===== src/inc/strap_sampler_regs.svh =====
// register offsets, field positions and reset values of the strap sampler
`ifndef STRAP_SAMPLER_REGS_SVH
`define STRAP_SAMPLER_REGS_SVH

// register offsets on the plain register port
`define STRAP_ADDR_STATUS 4'h0
`define STRAP_ADDR_GRANT 4'h1
`define STRAP_ADDR_COUNT 4'h2

// status register field positions
`define STRAP_BIT_CH03_X4 0
`define STRAP_BIT_LANE_REV 1
`define STRAP_BIT_DISP_B 2
`define STRAP_BIT_DISP_C 3
`define STRAP_BIT_VALID 4
`define STRAP_BIT_RUN 5
`define STRAP_BIT_LIVE_LO 8
`define STRAP_BIT_LIVE_HI 12

// grant register field
`define STRAP_GRANT_LO 0
`define STRAP_GRANT_HI 3
`define STRAP_GRANT_RST 4'h0

// strap defaults, in meaning (1 = feature selected)
`define STRAP_DFLT_AUDIO 1'b0
`define STRAP_DFLT_LANE_REV 1'b0
`define STRAP_DFLT_DISP 1'b0

// idle level of a pin while it is an input
`define STRAP_IDLE_LEVEL 1'b0

`endif


===== src/inc/strap_sampler_pkg.sv =====
// types shared by the strap sampler files
package strap_sampler_pkg;

  // width of a serial expansion link
  typedef enum logic {
    WIDTH_X1 = 1'b0,
    WIDTH_X4 = 1'b1
  } link_width_t;

  // sequencer phases around system reset
  typedef enum logic [1:0] {
    ST_HOLD = 2'b00,
    ST_CAPTURE = 2'b01,
    ST_RUN = 2'b10
  } phase_t;

  // configuration taken from the straps
  typedef struct packed {
    link_width_t ch03_width;
    link_width_t ch4_width;
    logic gfx_lane_rev;
    logic video_lane_rev;
    logic disp_b_en;
    logic disp_c_en;
  } strap_cfg_t;

  // drive of one shared pin
  typedef struct packed {
    logic o;
    logic oe;
  } pin_drive_t;

endpackage


===== src/core/reset_strap_sampler.sv =====
// strap sampler: captures boot straps at power good and releases pins
`timescale 1ns/100ps
`include "strap_sampler_regs.svh"

// Summary of operation
// - straps are inputs during system reset
// - both audio straps high selects x4
// - otherwise channels 0-3 are x1
// - channel 4 always x1
// - lane reverse strap low reverses graphics
// - video lanes keep normal order
// - display B data high enables port B
// - display C data high enables port C
// - after reset drive four grants low-active
module reset_strap_sampler #(
  parameter int ADDR_W = 4,
  parameter int CNT_W = 8
) (
  input wire logic clk,
  input wire logic rst,
  input wire logic power_good,
  input wire logic [ADDR_W-1:0] reg_addr,
  input wire logic [31:0] reg_wdata,
  input wire logic reg_we,
  input wire logic reg_re,
  output logic [31:0] reg_rdata,
  input wire logic audio_frame_sync_strap_i,
  output logic audio_frame_sync_strap_o,
  output logic audio_frame_sync_strap_oe,
  input wire logic audio_serial_out_strap_i,
  output logic audio_serial_out_strap_o,
  output logic audio_serial_out_strap_oe,
  input wire logic card_slot_reset_n_i,
  output logic card_slot_reset_n_o,
  output logic card_slot_reset_n_oe,
  input wire logic beeper_out_i,
  output logic beeper_out_o,
  output logic beeper_out_oe,
  input wire logic graphics_lane_reverse_n,
  input wire logic display_b_ctrl_data_strap_i,
  output logic display_b_ctrl_data_strap_o,
  output logic display_b_ctrl_data_strap_oe,
  input wire logic display_c_ctrl_data_strap_i,
  output logic display_c_ctrl_data_strap_o,
  output logic display_c_ctrl_data_strap_oe,
  input wire logic bus_grant0_n_i,
  output logic bus_grant0_n_o,
  output logic bus_grant0_n_oe,
  input wire logic bus_grant1_n_i,
  output logic bus_grant1_n_o,
  output logic bus_grant1_n_oe,
  input wire logic bus_grant2_n_i,
  output logic bus_grant2_n_o,
  output logic bus_grant2_n_oe,
  input wire logic bus_grant3_n_i,
  output logic bus_grant3_n_o,
  output logic bus_grant3_n_oe,
  input wire logic func_frame_sync,
  input wire logic func_serial_out,
  input wire logic func_card_reset_n,
  input wire logic func_beeper,
  input wire logic disp_b_pull_low,
  input wire logic disp_c_pull_low,
  output logic disp_b_level,
  output logic disp_c_level,
  output strap_sampler_pkg::strap_cfg_t cfg,
  output logic cfg_valid,
  output logic pins_functional
);

  // refuse shapes the register map cannot hold
  if (ADDR_W < 2 || ADDR_W > 16)
  begin : g_addr_chk
    $error("ADDR_W must be 2 to 16");
  end
  if (CNT_W < 1 || CNT_W > 16)
  begin : g_cnt_chk
    $error("CNT_W must be 1 to 16");
  end

  // sequencer state
  strap_sampler_pkg::phase_t phase;
  strap_sampler_pkg::phase_t next_phase;
  logic pg_q; // power good one cycle late
  logic next_pg_q;
  logic sample; // rising edge of power good
  logic valid; // a capture has happened
  logic next_valid;
  logic [CNT_W-1:0] cap_count; // captures since chip reset
  logic [CNT_W-1:0] next_cap_count;

  // captured strap meanings
  logic fs_sel; // frame sync strap was high
  logic so_sel; // serial out strap was high
  logic rev_sel; // lane reverse strap was low
  logic b_sel; // display b strap was high
  logic c_sel; // display c strap was high

  // register state
  logic [3:0] grant; // software grant mask, 1 = granted
  logic [3:0] next_grant;
  logic [31:0] next_rdata;

  // live pin levels, for software inspection except grant 0 and 1
  logic fs_lvl;
  logic so_lvl;
  logic gnt_lvl0;
  logic gnt_lvl1;
  logic b_lvl;
  logic c_lvl;
  logic unused_lvl; // card, beeper, grant 2 and 3 levels
  logic lvl_card;
  logic lvl_beep;
  logic lvl_gnt2;
  logic lvl_gnt3;

  // power good rises: the one moment straps count
  assign sample = power_good & ~pg_q;

  // sequencer next state
  always_comb
  begin
    next_phase = phase;
    next_pg_q = power_good;
    next_valid = valid;
    next_cap_count = cap_count;
    case (phase)
      strap_sampler_pkg::ST_HOLD:
      begin
        // pins stay inputs until the edge
        if (sample)
        begin
          next_phase = strap_sampler_pkg::ST_CAPTURE;
          next_valid = 1'b1;
          // saturate rather than wrap
          if (cap_count != '1)
            next_cap_count = cap_count + 1'b1;
        end
      end
      strap_sampler_pkg::ST_CAPTURE:
      begin
        // one extra input cycle before pins turn
        if (power_good)
          next_phase = strap_sampler_pkg::ST_RUN;
        else
          next_phase = strap_sampler_pkg::ST_HOLD;
      end
      strap_sampler_pkg::ST_RUN:
      begin
        // power good dropping is a new system reset
        if (!power_good)
          next_phase = strap_sampler_pkg::ST_HOLD;
      end
      default:
      begin
        next_phase = strap_sampler_pkg::ST_HOLD;
      end
    endcase
  end

  // sequencer registers; pg_q clears so a board already
  // powered at chip reset still gets its straps read
  always_ff @(posedge clk or posedge rst)
  begin
    if (rst)
    begin
      phase <= strap_sampler_pkg::ST_HOLD;
      pg_q <= 1'b0;
      valid <= 1'b0;
      cap_count <= '0;
    end
    else
    begin
      phase <= next_phase;
      pg_q <= next_pg_q;
      valid <= next_valid;
      cap_count <= next_cap_count;
    end
  end

  // pins take their function only in run
  assign pins_functional = (phase == strap_sampler_pkg::ST_RUN);
  assign cfg_valid = valid;

  // strap capture, one latch per strap
  strap_latch #(.DEFAULT(`STRAP_DFLT_AUDIO), .ACTIVE_LOW(1'b0)) u_fs (
    .clk(clk),
    .rst(rst),
    .load(sample),
    .pin_i(audio_frame_sync_strap_i),
    .value(fs_sel)
  );
  strap_latch #(.DEFAULT(`STRAP_DFLT_AUDIO), .ACTIVE_LOW(1'b0)) u_so (
    .clk(clk),
    .rst(rst),
    .load(sample),
    .pin_i(audio_serial_out_strap_i),
    .value(so_sel)
  );
  // active low: low on the pin means reverse
  strap_latch #(.DEFAULT(`STRAP_DFLT_LANE_REV), .ACTIVE_LOW(1'b1)) u_rev (
    .clk(clk),
    .rst(rst),
    .load(sample),
    .pin_i(graphics_lane_reverse_n),
    .value(rev_sel)
  );
  strap_latch #(.DEFAULT(`STRAP_DFLT_DISP), .ACTIVE_LOW(1'b0)) u_b (
    .clk(clk),
    .rst(rst),
    .load(sample),
    .pin_i(display_b_ctrl_data_strap_i),
    .value(b_sel)
  );
  strap_latch #(.DEFAULT(`STRAP_DFLT_DISP), .ACTIVE_LOW(1'b0)) u_c (
    .clk(clk),
    .rst(rst),
    .load(sample),
    .pin_i(display_c_ctrl_data_strap_i),
    .value(c_sel)
  );

  // configuration from the held straps
  always_comb
  begin
    cfg.ch03_width = strap_sampler_pkg::WIDTH_X1;
    if (fs_sel && so_sel)
      cfg.ch03_width = strap_sampler_pkg::WIDTH_X4;
    cfg.ch4_width = strap_sampler_pkg::WIDTH_X1;
    cfg.gfx_lane_rev = rev_sel;
    // video lanes are left in normal order
    cfg.video_lane_rev = 1'b0;
    cfg.disp_b_en = b_sel;
    cfg.disp_c_en = c_sel;
  end

  // shared pins: inputs in reset, function after; the board
  // is trusted not to load card, beeper and grant pins
  shared_pin #(.OPEN_DRAIN(1'b0)) u_pin_fs (
    .clk(clk),
    .rst(rst),
    .functional(pins_functional),
    .func_level(func_frame_sync),
    .func_drive(1'b1),
    .pin_i(audio_frame_sync_strap_i),
    .pin_o(audio_frame_sync_strap_o),
    .pin_oe(audio_frame_sync_strap_oe),
    .level(fs_lvl)
  );
  shared_pin #(.OPEN_DRAIN(1'b0)) u_pin_so (
    .clk(clk),
    .rst(rst),
    .functional(pins_functional),
    .func_level(func_serial_out),
    .func_drive(1'b1),
    .pin_i(audio_serial_out_strap_i),
    .pin_o(audio_serial_out_strap_o),
    .pin_oe(audio_serial_out_strap_oe),
    .level(so_lvl)
  );
  shared_pin #(.OPEN_DRAIN(1'b0)) u_pin_card (
    .clk(clk),
    .rst(rst),
    .functional(pins_functional),
    .func_level(func_card_reset_n),
    .func_drive(1'b1),
    .pin_i(card_slot_reset_n_i),
    .pin_o(card_slot_reset_n_o),
    .pin_oe(card_slot_reset_n_oe),
    .level(lvl_card)
  );
  shared_pin #(.OPEN_DRAIN(1'b0)) u_pin_beep (
    .clk(clk),
    .rst(rst),
    .functional(pins_functional),
    .func_level(func_beeper),
    .func_drive(1'b1),
    .pin_i(beeper_out_i),
    .pin_o(beeper_out_o),
    .pin_oe(beeper_out_oe),
    .level(lvl_beep)
  );
  // display data lines are open drain
  shared_pin #(.OPEN_DRAIN(1'b1)) u_pin_b (
    .clk(clk),
    .rst(rst),
    .functional(pins_functional),
    .func_level(1'b0),
    .func_drive(disp_b_pull_low),
    .pin_i(display_b_ctrl_data_strap_i),
    .pin_o(display_b_ctrl_data_strap_o),
    .pin_oe(display_b_ctrl_data_strap_oe),
    .level(b_lvl)
  );
  shared_pin #(.OPEN_DRAIN(1'b1)) u_pin_c (
    .clk(clk),
    .rst(rst),
    .functional(pins_functional),
    .func_level(1'b0),
    .func_drive(disp_c_pull_low),
    .pin_i(display_c_ctrl_data_strap_i),
    .pin_o(display_c_ctrl_data_strap_o),
    .pin_oe(display_c_ctrl_data_strap_oe),
    .level(c_lvl)
  );
  // grants: granted bit drives the pin low
  shared_pin #(.OPEN_DRAIN(1'b0)) u_pin_g0 (
    .clk(clk),
    .rst(rst),
    .functional(pins_functional),
    .func_level(~grant[0]),
    .func_drive(1'b1),
    .pin_i(bus_grant0_n_i),
    .pin_o(bus_grant0_n_o),
    .pin_oe(bus_grant0_n_oe),
    .level(gnt_lvl0)
  );
  shared_pin #(.OPEN_DRAIN(1'b0)) u_pin_g1 (
    .clk(clk),
    .rst(rst),
    .functional(pins_functional),
    .func_level(~grant[1]),
    .func_drive(1'b1),
    .pin_i(bus_grant1_n_i),
    .pin_o(bus_grant1_n_o),
    .pin_oe(bus_grant1_n_oe),
    .level(gnt_lvl1)
  );
  shared_pin #(.OPEN_DRAIN(1'b0)) u_pin_g2 (
    .clk(clk),
    .rst(rst),
    .functional(pins_functional),
    .func_level(~grant[2]),
    .func_drive(1'b1),
    .pin_i(bus_grant2_n_i),
    .pin_o(bus_grant2_n_o),
    .pin_oe(bus_grant2_n_oe),
    .level(lvl_gnt2)
  );
  shared_pin #(.OPEN_DRAIN(1'b0)) u_pin_g3 (
    .clk(clk),
    .rst(rst),
    .functional(pins_functional),
    .func_level(~grant[3]),
    .func_drive(1'b1),
    .pin_i(bus_grant3_n_i),
    .pin_o(bus_grant3_n_o),
    .pin_oe(bus_grant3_n_oe),
    .level(lvl_gnt3)
  );

  assign disp_b_level = b_lvl;
  assign disp_c_level = c_lvl;
  // folded levels shown as one live bit
  assign unused_lvl = lvl_card ^ lvl_beep ^ lvl_gnt2 ^ lvl_gnt3;

  // register port next values
  always_comb
  begin
    next_grant = grant;
    next_rdata = '0;
    // only the grant register is writable
    if (reg_we && reg_addr == ADDR_W'(`STRAP_ADDR_GRANT))
      next_grant = reg_wdata[`STRAP_GRANT_HI:`STRAP_GRANT_LO];
    if (reg_re)
    begin
      case (reg_addr)
        ADDR_W'(`STRAP_ADDR_STATUS):
        begin
          next_rdata[`STRAP_BIT_CH03_X4] = cfg.ch03_width;
          next_rdata[`STRAP_BIT_LANE_REV] = cfg.gfx_lane_rev;
          next_rdata[`STRAP_BIT_DISP_B] = cfg.disp_b_en;
          next_rdata[`STRAP_BIT_DISP_C] = cfg.disp_c_en;
          next_rdata[`STRAP_BIT_VALID] = valid;
          next_rdata[`STRAP_BIT_RUN] = pins_functional;
          next_rdata[`STRAP_BIT_LIVE_HI:`STRAP_BIT_LIVE_LO] =
            {unused_lvl, c_lvl, b_lvl, so_lvl, fs_lvl};
        end
        ADDR_W'(`STRAP_ADDR_GRANT):
        begin
          next_rdata[`STRAP_GRANT_HI:`STRAP_GRANT_LO] = grant;
        end
        ADDR_W'(`STRAP_ADDR_COUNT):
        begin
          next_rdata[CNT_W-1:0] = cap_count;
        end
        default:
        begin
          // unmapped reads return zero
          next_rdata = '0;
        end
      endcase
    end
  end

  // register port state; read data lasts one cycle only
  always_ff @(posedge clk or posedge rst)
  begin
    if (rst)
    begin
      grant <= `STRAP_GRANT_RST;
      reg_rdata <= '0;
    end
    else
    begin
      grant <= next_grant;
      reg_rdata <= next_rdata;
    end
  end

  // grant levels 0 and 1 are not in live status nor on any output
  logic unused_gnt; // kept for lint, not observable
  assign unused_gnt = gnt_lvl0 & gnt_lvl1;

endmodule


===== src/core/strap_latch.sv =====
// one strap value, captured on a load pulse and held
`timescale 1ns/100ps
module strap_latch #(
  parameter bit DEFAULT = 1'b0,
  parameter bit ACTIVE_LOW = 1'b0
) (
  input wire logic clk,
  input wire logic rst,
  input wire logic load,
  input wire logic pin_i,
  output logic value
);

  logic next_value; // value after this edge

  // load once per sampling edge, otherwise keep
  always_comb
  begin
    next_value = value;
    if (load)
    begin
      // fold polarity so value always means selected
      next_value = pin_i ^ ACTIVE_LOW;
    end
  end

  // reset to the strap's default meaning
  always_ff @(posedge clk or posedge rst)
  begin
    if (rst)
      value <= DEFAULT;
    else
      value <= next_value;
  end

endmodule


===== src/core/shared_pin.sv =====
// drive control of one pin shared between strap and function
`timescale 1ns/100ps
`include "strap_sampler_regs.svh"
module shared_pin #(
  parameter bit OPEN_DRAIN = 1'b0
) (
  input wire logic clk,
  input wire logic rst,
  input wire logic functional,
  input wire logic func_level,
  input wire logic func_drive,
  input wire logic pin_i,
  output logic pin_o,
  output logic pin_oe,
  output logic level
);

  strap_sampler_pkg::pin_drive_t drive; // registered pin drive
  strap_sampler_pkg::pin_drive_t next_drive;
  logic next_level; // sampled pin level

  // input while straps matter, function otherwise
  always_comb
  begin
    next_drive.o = `STRAP_IDLE_LEVEL;
    next_drive.oe = 1'b0;
    next_level = pin_i;
    if (functional)
    begin
      if (OPEN_DRAIN)
      begin
        // open drain only ever pulls low
        next_drive.o = 1'b0;
        next_drive.oe = func_drive;
      end
      else
      begin
        next_drive.o = func_level;
        next_drive.oe = 1'b1;
      end
    end
  end

  // reset leaves the pin undriven
  always_ff @(posedge clk or posedge rst)
  begin
    if (rst)
    begin
      drive <= '0;
      level <= 1'b0;
    end
    else
    begin
      drive <= next_drive;
      level <= next_level;
    end
  end

  assign pin_o = drive.o;
  assign pin_oe = drive.oe;

endmodule


===== config.mk =====
export PLATFORM = sky130hd
export DESIGN_NAME = reset_strap_sampler
export DESIGN_NICKNAME = d
export VERILOG_FILES = /design/src/inc/strap_sampler_pkg.sv /design/src/core/reset_strap_sampler.sv /design/src/core/strap_latch.sv /design/src/core/shared_pin.sv
export VERILOG_INCLUDE_DIRS = /design/src /design/src/inc
export SDC_FILE = /design/constraint.sdc
export NUM_CORES = 1
export LEC_CHECK = 0
export BUFFER_PORTS_ARGS = -buffer_cell sky130_fd_sc_hd__buf_2
export CELL_PAD_IN_SITES_DETAIL_PLACEMENT = 0
export CELL_PAD_IN_SITES_GLOBAL_PLACEMENT = 1
export CORE_AREA = 2 2 61 121
export CTS_CLUSTER_DIAMETER = 120
export DETAILED_ROUTE_END_ITERATION = 12
export DIE_AREA = 0 0 63 123
export HOLD_SLACK_MARGIN = 0.05
export PLACE_DENSITY_LB_ADDON = 0.1
export SKIP_LAST_GASP = 1
export SLEW_MARGIN = 40
export SYNTH_ARGS = -nofsm -noshare
export SYNTH_HDL_FRONTEND = slang
export SYNTH_HIERARCHICAL = 1
export SYNTH_SLANG_ARGS = --single-unit

===== constraint.sdc =====
create_clock -name clk -period 2.1 [get_ports clk]
set_input_delay 0.42 -clock clk [delete_from_list [all_inputs] [get_ports clk]]
set_output_delay 0.42 -clock clk [all_outputs]
set_load 0.01 [all_outputs]

==> out/summary.txt <==
Status: finished, final reports clean
Combinational share of power: 0.111
Psw: 0.764 mW
Synthesized area: 2470 sq um
Initial antenna violation count: 0
Fill cell count: 689
Clk pwr share: 0.470
Final #Nets: 332
Startpoint Class: flop
Area growth syn-to-layout: 26.9%
Postcts setup bufs: 0
First-pass GRT wire length: 7730 um
CP Cell Sequence: ha_1 -> nand3_1 -> o21ai_2 -> mux2_2
Reg2reg start: cap_count[0]
RSZ-0062 raised after global routing: false
Die Wd: 63 um
Hpwl dp: 3400 um
Fin. max-slew vios: 0
Floorplan Core Area: 6830 sq um
IO Count: 120
Fin crit period: 1.62 ns
Total CTS buffers: 9
CTS tree: done
Port Buf Inserts: 66
Total track usage: 0.137
Hold Violations, Final: 0
Antenna diodes: 0
R2R depth: 4
Mean post-synth cell area: 12.4 sq um
Post-CTS Resized: 0
Yosys warning count: 6
Final wirelength: 4670 um
Initial core utilization: 0.362
Hold buffer count at CTS: 0
Mapped Cells: 200
Seq pwr share: 0.420
Highest clock rate: 616 MHz
Min Hold Slack: 0.0731 ns
WP data required: 2.31 ns
Slew @ Worst Pin: 0.614 ns
Crit path largest cell delay: 0.42 ns
R2r endpoint: cap_count[1]
Vias: 1509
Rel. slew slack: 0.590
Total negative slack: 0 ns
Switch share: 0.233
Worst path arrival time: 1.83 ns
DR pass1 iterations: 4
Slowest cell on the critical path: dfrtp_1
CTS Root Cell: clkbuf_16
Bufs on Longest Clock Path: 2
Maximum vdd drop: 0.000561 V
Final setup vio count: 0
H-tree Lvls: 3
Worst hold-check path type: primary input to async pin
Final Skew: 0.00351 ns
Final core occ: 0.460
Worst-skew pair later-pin latency: 0.32 ns
Cell Int Power: 2.52 mW
Pleak: 1.71 nW
Die H: 123 um
MaxCap Viol Count: 0
Kind of critical path: flop to flop
Fin crit share: 0.773
WP depth: 4
Gp weighted congestion: 0.728
Routed WL per cell: 12.7 um
Die area: 7750 sq um
FP Rows: 43
Tot Pwr: 3.28 mW
Pin count of the biggest net entering global routing: 21
Layout cells sized above 1: 0.363
PD cells: 1050 nW/um^2
Post-route DRC: 0
Antenna viol nets, final: 0
Worst Setup End Kind: flop
Worst-path clk slew: 0.05 ns
Vias in the first global route: 1552
Total congestion overflow: 0
CP max FO: 5
Drt first-iter violations: 58
CP top delay family: flip-flops
Worst path bufs/invs: 0
Vias per inst: 4.10
FF-to-FF setup slack: 0.48 ns
Worst setup path start: cap_count[0]
Critical Path Sink: cap_count[1]
CTS Sinks: 60
-- power by group through the flow --
stage               sequential (mW)  combinational, mW  clock (mW)
finish                         1.38              0.363        1.54
global route                   1.40              0.411        1.66
CTS                            1.38              0.373        1.59
detailed placement             1.40              0.370           0
global placement               1.40              0.366           0
floorplan                      1.38              0.282           0
-- layout by cell type, fill, tap and decap left out, types with 5 or more instances in the layout --
cell type / n
mux2_2: 7
mux2i_1: 5
and2_1: 17
buf_2: 66
conb_1: 23
inv_1: 21
dfrtp_1: 60
clkbuf_16: 9
nor2_1: 5
buf_4: 5
xnor2_1: 5
-- per-stage QoR --
step | cell area (sq um) | setup slack [ns] | cells
finish | 3140 | 0.476 | 368
global route | 3140 | 0.369 | 368
CTS | 3140 | 0.455 | 368
detailed placement | 2820 | 0.397 | 352
global placement | 2820 | 0.419 | 352
floorplan | 2550 | 0.623 | 220
-- how the worst min path moves through the flow --
stage / from / to / slack, ns / depth (start not counted)
after floorplan: rst / u_b/value / 0.15 / 1
after global placement: rst / u_fs/value / 0.42 / 2
after detailed placement: rst / u_so/value / 0.43 / 2
after CTS: rst / u_rev/value / 0.07 / 2
after global routing: rst / u_rev/value / 0.09 / 2
final: rst / u_rev/value / 0.07 / 2
-- layout make-up --
| cell class | count | area (sq um) | area share |
|---|---|---|---|
| inverters | 21 | 78.8 | 0.0251 |
| well taps | 90 | 113 | 0.0358 |
| clock buffers | 12 | 246 | 0.0785 |
| multi-input cells | 110 | 762 | 0.243 |
| flip-flops and latches | 60 | 1500 | 0.478 |
| repair buffers | 71 | 368 | 0.117 |
| clock inverters | 4 | 72.6 | 0.0231 |
-- sequential cells by signal, summed over array words and instances (netlist names), 2 cells and up --
register / cells
phase: 2
reg_rdata: 13
grant: 4
cap_count: 8
-- per-layer routing --
| metal | global-route usage | wire length (um) |
|---|---|---|
| met1 | 0.162 | 1990 |
| met2 | 0.213 | 2280 |
| met3 | 0.0519 | 315 |
| met4 | 0.0792 | 82 |
| met5 | 0 | 0 |
Power figures use the tool's default switching activity.
